[src/core/seq_pkg.sv]
// seq_pkg: constants and types of the line scan trigger sequencer
// assumes: one 20 MHz camera clock, registers reached over apb
package seq_pkg;
  // ==========================================================
  // timing
  localparam int CLK_NS = 50;
  localparam int EXPOSE_NS = 2000;
  localparam int READOUT_NS = 3000;
  localparam int EXPOSE_CYC = (EXPOSE_NS + CLK_NS - 1) / CLK_NS;
  localparam int READOUT_CYC = (READOUT_NS + CLK_NS - 1) / CLK_NS;
  // ==========================================================
  // register map, byte addresses
  localparam logic [7:0] OFF_CTRL = 8'h00;
  localparam logic [7:0] OFF_CMD = 8'h04;
  localparam logic [7:0] OFF_LINES = 8'h08;
  localparam logic [7:0] OFF_FRAMES = 8'h0c;
  localparam logic [7:0] OFF_PERIOD = 8'h10;
  localparam logic [7:0] OFF_STATUS = 8'h14;
  localparam logic [7:0] OFF_COUNT = 8'h18;
  // ==========================================================
  // field positions and reset values
  localparam int CTRL_ACQ_ON = 0;
  localparam int CTRL_FRM_ON = 1;
  localparam int CTRL_LINE_ON = 2;
  localparam int CTRL_FRM_LEVEL = 3;
  localparam int CTRL_PART_CLOSE = 4;
  localparam int CTRL_CONT = 5;
  localparam int CTRL_RATE_EN = 6;
  localparam int CMD_START = 0;
  localparam int CMD_STOP = 1;
  localparam logic [7:0] CTRL_RST = 8'h00;
  localparam logic [15:0] LINES_RST = 16'h0003;
  localparam logic [15:0] FRAMES_RST = 16'h0001;
  localparam logic [15:0] PERIOD_RST = 16'h0190;
  // ==========================================================
  // trigger channels
  localparam int TRG_N = 3;
  localparam int TRG_ACQ = 0;
  localparam int TRG_FRM = 1;
  localparam int TRG_LINE = 2;
  typedef enum logic [5:0] {
    S_IDLE = 6'h01, S_WACQ = 6'h02, S_WFRM = 6'h04,
    S_WLINE = 6'h08, S_EXP = 6'h10, S_RD = 6'h20
  } state_type;
endpackage

[src/core/trig_if.sv]
// trig_if: conditioned trigger levels and edges
// assumes: driven by trig_cond, read by the sequencer core
`timescale 1ns/100ps
`default_nettype none
interface trig_if;
  logic [2:0] rise; // one-cycle pulse per synced rising edge
  logic [2:0] high; // synced level per channel
  modport cond (output rise, output high);
  modport seq (input rise, input high);
endinterface
`default_nettype wire

[src/core/trig_cond.sv]
// trig_cond: synchronises the trigger pins and finds rising edges
// assumes: pins are asynchronous to clk_sys
`timescale 1ns/100ps
`default_nettype none
module trig_cond
  import seq_pkg::*;
(
  input wire logic clk_sys, // camera clock
  input wire logic nrst, // async reset, active low
  input wire logic ce, // clock enable
  input wire logic [seq_pkg::TRG_N-1:0] pin, // raw trigger pins
  trig_if.cond tr // conditioned triggers
);
  typedef struct packed {
    logic [TRG_N-1:0] meta;
    logic [TRG_N-1:0] sync;
    logic [TRG_N-1:0] prev;
  } cond_type;
  cond_type r_reg;
  cond_type r_next;

  // ==========================================================
  // two flops, then one more for edge finding
  always_comb
  begin
    r_next = r_reg;
    r_next.meta = pin;
    r_next.sync = r_reg.meta;
    r_next.prev = r_reg.sync;
  end

  always_ff @(posedge clk_sys or negedge nrst)
  begin
    if (!nrst)
      r_reg <= '0;
    else if (ce)
      r_reg <= r_next;
  end

  // per channel outputs; meta is read by sync alone
  for (genvar i = 0; i < TRG_N; i++)
  begin : g_ch
    assign tr.high[i] = r_reg.sync[i];
    assign tr.rise[i] = r_reg.sync[i] & ~r_reg.prev[i];
  end
endmodule
`default_nettype wire

[src/core/line_timer.sv]
// line_timer: paces internally started lines
// assumes: start pulses once per line start, same clock
`timescale 1ns/100ps
`default_nettype none
module line_timer (
  input wire logic clk_sys, // camera clock
  input wire logic nrst, // async reset, active low
  input wire logic ce, // clock enable
  input wire logic start, // line starts now
  input wire logic rate_en, // pace by period
  input wire logic [15:0] period, // clocks from line to line
  output logic ready // next line may start
);
  typedef struct packed {
    logic [15:0] cnt;
  } tmr_type;
  tmr_type r_reg;
  tmr_type r_next;

  // ==========================================================
  // count down the rest of the line period
  always_comb
  begin
    r_next = r_reg;
    if (start)
      r_next.cnt = (period == 16'h0000) ? 16'h0000 : period - 16'h0001;
    else if (r_reg.cnt != 16'h0000)
      r_next.cnt = r_reg.cnt - 16'h0001;
  end

  always_ff @(posedge clk_sys or negedge nrst)
  begin
    if (!nrst)
      r_reg <= '0;
    else if (ce)
      r_reg <= r_next;
  end

  // with pacing off exposure plus readout sets the top rate
  assign ready = !rate_en || (r_reg.cnt == 16'h0000);
endmodule
`default_nettype wire

[src/core/line_scan_trigger_sequencer.sv]
// line_scan_trigger_sequencer: acquisition, frame and line sequencing
// assumes: apb master on clk_sys, trigger pins asynchronous,
// frame results consumed by a transmit path without back-pressure
`timescale 1ns/100ps
`default_nettype none
module line_scan_trigger_sequencer
  import seq_pkg::*;
#(
  parameter int EXP_CYC = seq_pkg::EXPOSE_CYC,
  parameter int RD_CYC = seq_pkg::READOUT_CYC
)
(
  input wire logic clk_sys, // camera clock
  input wire logic nrst, // async reset, active low
  input wire logic ce, // clock enable, freezes all state
  input wire logic psel, // apb select
  input wire logic penable, // apb access phase
  input wire logic pwrite, // apb write
  input wire logic [7:0] paddr, // apb byte address
  input wire logic [31:0] pwdata, // apb write data
  output logic [31:0] prdata, // apb read data
  output logic pready, // apb ready
  output logic pslverr, // unmapped address
  input wire logic acq_trig_pin, // acquisition start trigger
  input wire logic frame_trig_pin, // frame start trigger
  input wire logic line_trig_pin, // line start trigger
  output logic exposing, // line exposure running
  output logic reading_out, // line readout running
  output logic line_done, // pulse: line read out
  output logic frame_done, // pulse: frame goes out
  output logic frame_partial, // frame sent short
  output logic [15:0] frame_lines, // lines in sent frame
  output logic wait_acq, // waiting for acquisition trigger
  output logic wait_frame, // waiting for frame trigger
  output logic wait_line // waiting for line trigger
);
  typedef struct packed {
    state_type st;
    logic [7:0] ctrl;
    logic [15:0] lines;
    logic [15:0] frames;
    logic [15:0] period;
    logic [15:0] cnt;
    logic [15:0] line_cnt;
    logic [15:0] frm_left;
    logic stop_pend;
    logic closing;
    logic line_done;
    logic frame_done;
    logic frame_partial;
    logic [15:0] frame_lines;
    logic [31:0] prdata;
  } seq_type;

  seq_type r_reg;
  seq_type r_next;
  trig_if tr ();
  logic tmr_ready, line_start, acc, wr, mapped;
  logic [31:0] rdata;
  logic start_wr, stop_wr, end_f, part_f, frame_go, line_go;
  logic acq_on, frm_on, line_on, frm_level, part_close, cont;

  // ==========================================================
  // submodules
  trig_cond u_cond (
    .clk_sys(clk_sys),
    .nrst(nrst),
    .ce(ce),
    .pin({line_trig_pin, frame_trig_pin, acq_trig_pin}),
    .tr(tr.cond)
  );

  line_timer u_tmr (
    .clk_sys(clk_sys),
    .nrst(nrst),
    .ce(ce),
    .start(line_start),
    .rate_en(r_reg.ctrl[CTRL_RATE_EN]),
    .period(r_reg.period),
    .ready(tmr_ready)
  );

  // ==========================================================
  // control fields
  assign acq_on = r_reg.ctrl[CTRL_ACQ_ON];
  assign frm_on = r_reg.ctrl[CTRL_FRM_ON];
  assign line_on = r_reg.ctrl[CTRL_LINE_ON];
  assign frm_level = r_reg.ctrl[CTRL_FRM_LEVEL];
  assign part_close = r_reg.ctrl[CTRL_PART_CLOSE];
  assign cont = r_reg.ctrl[CTRL_CONT];

  // ==========================================================
  // apb slave; ready follows ce so no access is lost while frozen
  assign pready = ce;
  assign acc = psel & penable & ce;
  assign wr = acc & pwrite & mapped;
  assign pslverr = psel & penable & ~mapped;
  assign prdata = r_reg.prdata;
  assign start_wr = wr && (paddr == OFF_CMD) && pwdata[CMD_START];
  assign stop_wr = wr && (paddr == OFF_CMD) && pwdata[CMD_STOP];

  // read decode
  always_comb
  begin
    mapped = 1'b1;
    rdata = 32'h0000_0000;
    if (paddr == OFF_CTRL)
      rdata = {24'h00_0000, r_reg.ctrl};
    else if (paddr == OFF_CMD)
      rdata = 32'h0000_0000;
    else if (paddr == OFF_LINES)
      rdata = {16'h0000, r_reg.lines};
    else if (paddr == OFF_FRAMES)
      rdata = {16'h0000, r_reg.frames};
    else if (paddr == OFF_PERIOD)
      rdata = {16'h0000, r_reg.period};
    else if (paddr == OFF_STATUS)
      rdata = {21'h00_0000, wait_line, wait_frame, wait_acq,
               r_reg.closing, r_reg.stop_pend, r_reg.st};
    else if (paddr == OFF_COUNT)
      rdata = {r_reg.frm_left, r_reg.line_cnt};
    else
      mapped = 1'b0;
  end

  // ==========================================================
  // trigger qualification
  // an edge frame trigger only counts while waiting for it
  assign frame_go = !frm_on ||
    (frm_level ? tr.high[TRG_FRM] : tr.rise[TRG_FRM]);
  assign line_go = line_on ? tr.rise[TRG_LINE] : tmr_ready;
  assign line_start = (r_reg.st == S_WLINE) && line_go &&
    !r_reg.stop_pend && !r_reg.closing;

  // waits shown only for external triggers
  assign wait_acq = (r_reg.st == S_WACQ) && acq_on;
  assign wait_frame = (r_reg.st == S_WFRM) && frm_on;
  assign wait_line = (r_reg.st == S_WLINE) && line_on;
  assign exposing = (r_reg.st == S_EXP);
  assign reading_out = (r_reg.st == S_RD);
  assign line_done = r_reg.line_done;
  assign frame_done = r_reg.frame_done;
  assign frame_partial = r_reg.frame_partial;
  assign frame_lines = r_reg.frame_lines;

  // ==========================================================
  // next state
  always_comb
  begin
    r_next = r_reg;
    end_f = 1'b0;
    part_f = 1'b0;
    r_next.line_done = 1'b0;
    r_next.frame_done = 1'b0;
    if (psel)
      r_next.prdata = rdata;
    // register writes
    if (wr && paddr == OFF_CTRL)
      r_next.ctrl = pwdata[7:0];
    else if (wr && paddr == OFF_LINES)
      r_next.lines = pwdata[15:0];
    else if (wr && paddr == OFF_FRAMES)
      r_next.frames = pwdata[15:0];
    else if (wr && paddr == OFF_PERIOD)
      r_next.period = pwdata[15:0];
    // level dropped mid frame closes it early when allowed
    if ((r_reg.st == S_WLINE || r_reg.st == S_EXP || r_reg.st == S_RD)
        && frm_on && frm_level && part_close && !tr.high[TRG_FRM])
      r_next.closing = 1'b1;
    case (r_reg.st)
      S_IDLE:
      begin
        if (start_wr)
        begin
          r_next.st = S_WACQ;
          r_next.stop_pend = 1'b0;
        end
      end
      S_WACQ:
      begin
        if (r_reg.stop_pend)
          r_next.st = S_IDLE;
        else if (!acq_on || tr.rise[TRG_ACQ])
        begin
          r_next.st = S_WFRM;
          r_next.frm_left = r_reg.frames;
        end
      end
      S_WFRM:
      begin
        // line triggers fall through unused here
        if (r_reg.stop_pend)
          r_next.st = S_IDLE;
        else if (frame_go)
        begin
          r_next.st = S_WLINE;
          r_next.line_cnt = 16'h0000;
          r_next.closing = 1'b0;
        end
      end
      S_WLINE:
      begin
        if ((r_reg.stop_pend || r_reg.closing) &&
            r_reg.line_cnt == 16'h0000)
          r_next.st = r_reg.stop_pend ? S_IDLE : S_WFRM;
        else if (r_reg.stop_pend || r_reg.closing)
        begin
          end_f = 1'b1;
          part_f = 1'b1;
        end
        else if (line_go)
        begin
          r_next.st = S_EXP;
          r_next.cnt = 16'(EXP_CYC - 1);
        end
      end
      S_EXP:
      begin
        if (r_reg.stop_pend)
        begin
          end_f = 1'b1;
          part_f = 1'b1;
        end
        else if (r_reg.cnt == 16'h0000)
        begin
          r_next.st = S_RD;
          r_next.cnt = 16'(RD_CYC - 1);
        end
        else
          r_next.cnt = r_reg.cnt - 16'h0001;
      end
      S_RD:
      begin
        if (r_reg.cnt != 16'h0000)
          r_next.cnt = r_reg.cnt - 16'h0001;
        else
        begin
          // readout always completes, even under a stop
          r_next.line_cnt = r_reg.line_cnt + 16'h0001;
          r_next.line_done = 1'b1;
          if (r_next.line_cnt >= r_reg.lines)
            end_f = 1'b1;
          else if (r_reg.stop_pend)
          begin
            end_f = 1'b1;
            part_f = 1'b1;
          end
          else
            r_next.st = S_WLINE;
        end
      end
      default:
        r_next.st = S_IDLE;
    endcase
    // frame end bookkeeping
    if (end_f)
    begin
      r_next.frame_done = 1'b1;
      r_next.frame_partial = part_f;
      r_next.frame_lines = r_next.line_cnt;
      r_next.frm_left = r_reg.frm_left - 16'h0001;
      if (r_reg.stop_pend)
        r_next.st = S_IDLE;
      else if (r_reg.frm_left > 16'h0001)
        r_next.st = S_WFRM;
      else if (cont)
        r_next.st = S_WACQ;
      else
        r_next.st = S_IDLE;
    end
    if (r_next.st == S_IDLE)
      r_next.stop_pend = 1'b0;
    // a stop in the same cycle as the clear survives
    if (stop_wr && r_next.st != S_IDLE)
      r_next.stop_pend = 1'b1;
  end

  // ==========================================================
  // state register
  always_ff @(posedge clk_sys or negedge nrst)
  begin
    if (!nrst)
    begin
      r_reg <= '0;
      r_reg.st <= S_IDLE;
      r_reg.ctrl <= CTRL_RST;
      r_reg.lines <= LINES_RST;
      r_reg.frames <= FRAMES_RST;
      r_reg.period <= PERIOD_RST;
    end
    else if (ce)
      r_reg <= r_next;
  end
endmodule
`default_nettype wire

[config.mk]
export PLATFORM = sky130hd
export DESIGN_NAME = line_scan_trigger_sequencer
export DESIGN_NICKNAME = d
export VERILOG_FILES = /design/src/core/seq_pkg.sv /design/src/core/trig_if.sv /design/src/core/trig_cond.sv /design/src/core/line_timer.sv /design/src/core/line_scan_trigger_sequencer.sv
export SDC_FILE = /design/constraint.sdc
export NUM_CORES = 1
export LEC_CHECK = 0
export ABC_AREA = 1
export CORE_MARGIN = 2
export CORE_UTILIZATION = 35
export DETAILED_ROUTE_END_ITERATION = 6
export DONT_BUFFER_PORTS = 1
export PLACE_DENSITY = 0.59
export SYNTH_ARGS = -nofsm -noshare
export SYNTH_HDL_FRONTEND = slang
export SYNTH_SLANG_ARGS = --single-unit
[constraint.sdc]
create_clock -name clk_sys -period 3.7 [get_ports clk_sys]
set_input_delay 0.555 -clock clk_sys [delete_from_list [all_inputs] [get_ports clk_sys]]
set_output_delay 0.555 -clock clk_sys [all_outputs]
set_load 0.01 [all_outputs]
==> metrics.cfg <==
[cells_and_area]
finalCoreUtilization = 0.3762
largest_reg_flops = 106
layout.nets = 1550
syn_to_final_growth_pct = 5.728
layout-drive-gt1-share = 0.07718
antenna_cells = 0
layoutNonFillerInstCount = 1932

[critical_path]
critPathKind = flop to flop
critPathLaunchType = flop
cp.arrival_ns = 3.70
timing.rr.start = r_reg[69]
cp_data_required_time_ns = 4.04
path_max_fanout = 20
r2r_end = r_reg[65]
cp-end-kind = flop
reg2reg_setup_slack_ns = 0.34
reg2regPathDepth = 19

[die]
chipWidth_um = 185.9
initial_utilization = 0.3558
io_pins = 107
dieArea_um2 = 34550
die_h_um = 185.9
core_um2 = 32540
num_rows = 66

[logic_synthesis]
synth_top_family_by_area = simple AND/OR/NAND/NOR gates
synth_xor_area_frac = 0.03707
ys_ff_latch = 188
netlist_top_cells_area = dfrtp_1 (39%), nand2_1 (13%), o21ai_0 (6.1%)
ys.flop_type = dfrtp_1
syn_area_um2 = 11580
syn_nets = 1622
synthCells = 1549
synth_warnings = 0
yosys.area_share.simple = 0.2488
synth-compound-area-share = 0.1606
synth_mux_area_frac = 0
synth-adder-area-share = 0.02594
synth_enable_flop_cells = 0
ys_types = 54
synthTopCellsByCount = nand2_1 (416), inv_1 (185), dfrtp_1 (181)
yosys.area.top_type = dfrtp_1
synthMostInstantiatedCell = nand2_1
postSynthAreaPerCell_um2 = 7.474
synthArstFlopShare = 1.000
synth_top_area_share = 0.3912
ys_seq_area_frac = 0.4071

[routing]
avgViaCountPerCell = 4.994
drc = 0
drtAntennaViolNets = 0
wl_um = 32070
wl_per_cell_um = 16.60
drt-initial-drc-count = 719
num_vias = 9649
drt_first_pass_iters = 5

[pwr]
vdd_drop_max_v = 0.0003220
p_clk_frac = 0.344
p_leak_nw = 5.948
combinationalPowerShare = 0.240
p_switching_w = 0.002028
p_seq_frac = 0.416
swShare = 0.3442
power_w = 0.005892
power.density_nw_per_um2 = 481.4
p_int_w = 0.003864

[placement]
dp_cells = 1900
dpl.hpwl_um = 23800
port_buffers = 0
dp_slack_ns = 0.2932
gp_congestion = 0.8983

[sta]
relSlewSlack = 0.3678
rsz0062_at_grt = yes
fin_crit_sh = 0.9077
setup_viol = 0
fin_crit_ns = 3.358
clock.fmax_mhz = 297.8
skew_ns = 0.01344
hold_slack_ns = -0.1798
worst_pin_slew_ns = 0.9484
hold_viol = 181
final-max-slew-violation-count = 0
fin_ws_ns = 0.3416

[global_route]
grt_pass1_vias = 9543
grt_pass1_wl_um = 52330
grt_overflow = 0
grt_max_degree = 189
grt_use_total = 0.1950
antenna_found_initial = 0

[clock_network]
clkSlewWorstSetupHoldPaths_ns = 0.08
cts.htree.levels = 4
cts-root-buf = clkbuf_16
cts_sinks = 188
cts_buffers = 17
postCtsSetupBuffers = 0
cts_tree = done
clk_latency_ns = 0.45
clock_path_buffers = 2

[outcome]
violations = negative hold slack
status = finished with violations

[flow_run]
max-cap-violations = 0

[min_path]
min_path_type = primary input to async pin

final cells by class:
class                      count  area (µm²)
sequential                   188        4715
timing repair buffer          14       112.6
clock inverter                14       195.2
clock buffer                  18       439.2
multi-input combinational   1060        5484
inverter                     196       742.0
fill                        3424       20300
tap                          442       553.0
power by group through the flow:
stage / Clock [W] / Combinational, W / Sequential (W)
6_report: 0.00202 / 0.00142 / 0.00245
5_1_grt: 0.00214 / 0.00166 / 0.00248
4_1_cts: 0.00206 / 0.00142 / 0.00245
3_5_place_dp: 0 / 0.00141 / 0.00249
3_3_place_gp: 0 / 0.00138 / 0.00248
2_1_floorplan: 0 / 0.00117 / 0.00242
logic make-up after synthesis:
kind of cell	Yosys count
and+or+nand+nor	671
AOI/OAI and AO/OA	316
buffers and inverters	301
DFF	188
xor gates and xnor gates	49
adders and majority gates	24
critical path: stages (launching register included):
cell	delay, ns
dfrtp_1	0.45
ha_1	0.25
nand2_1	0.12
nor3_1	0.45
xor2_1	0.28
ha_1	0.28
nand2_1	0.06
inv_1	0.05
nand2_1	0.06
nand2_1	0.04
nor2_1	0.09
nand2_1	0.05
nand2_1	0.12
nand2_1	0.10
nand2_2	0.09
nand2_4	0.07
inv_2	0.36
nand2_1	0.14
o211ai_2	0.11
o21ai_2	0.06
cell usage in the layout, fill, tap and decap left out, types with 3 or more instances in the layout:
cell type / n
inv_8: 4
ha_1: 24
nor2_2: 11
a21oi_1: 55
nand3b_1: 8
o21ai_1: 21
nor4_1: 5
xor2_1: 41
bufinv_16: 3
o21ai_0: 140
inv_2: 6
o22ai_1: 30
buf_4: 12
dfrtp_1: 180
nand3_1: 53
dfstp_2: 7
nor2_4: 4
nand2_2: 7
o31ai_1: 17
nand2_1: 416
a21oi_2: 3
nand4_1: 18
o211ai_2: 8
o21ai_2: 8
o211ai_1: 4
clkbuf_16: 17
a31oi_1: 7
xnor2_1: 8
nand2_4: 5
nor2_1: 117
nor3_1: 20
o221ai_1: 9
inv_1: 185
inv_6: 4
layer usage:
metal / vias to the layer above / part of all wire / GRT usage
met5: - / 0 / 0
met4: 0 / 0.027 / 0.07181
met3: 39 / 0.067 / 0.04520
met2: 239 / 0.46 / 0.3115
met1: 4527 / 0.45 / 0.2575
li1: 4844 / - / -
worst max-delay path by stage:
stage	end	from
2_1_floorplan	r_reg[64]	r_reg[69]
3_3_place_gp	frame_lines[13]	r_reg[73]
3_5_place_dp	frame_partial	r_reg[73]
4_1_cts	frame_partial	r_reg[73]
5_1_grt	r_reg[67]	r_reg[69]
6_report	r_reg[65]	r_reg[69]
repair_timing:
item	4_1_cts	5_1_grt
setup endpoints to repair	0	30
gates resized for setup	0	7
endpoints found under the hold margin	181	181
per-stage QoR:
stage	setup TNS (ns)	area (µm²)
after floorplan	0	11580
after global placement	0	11580
after detailed placement	0	11580
after CTS	0	12220
after global routing	-0.09505	12240
final	0	12240
Note: power is estimated with default switching activity, not from simulation.
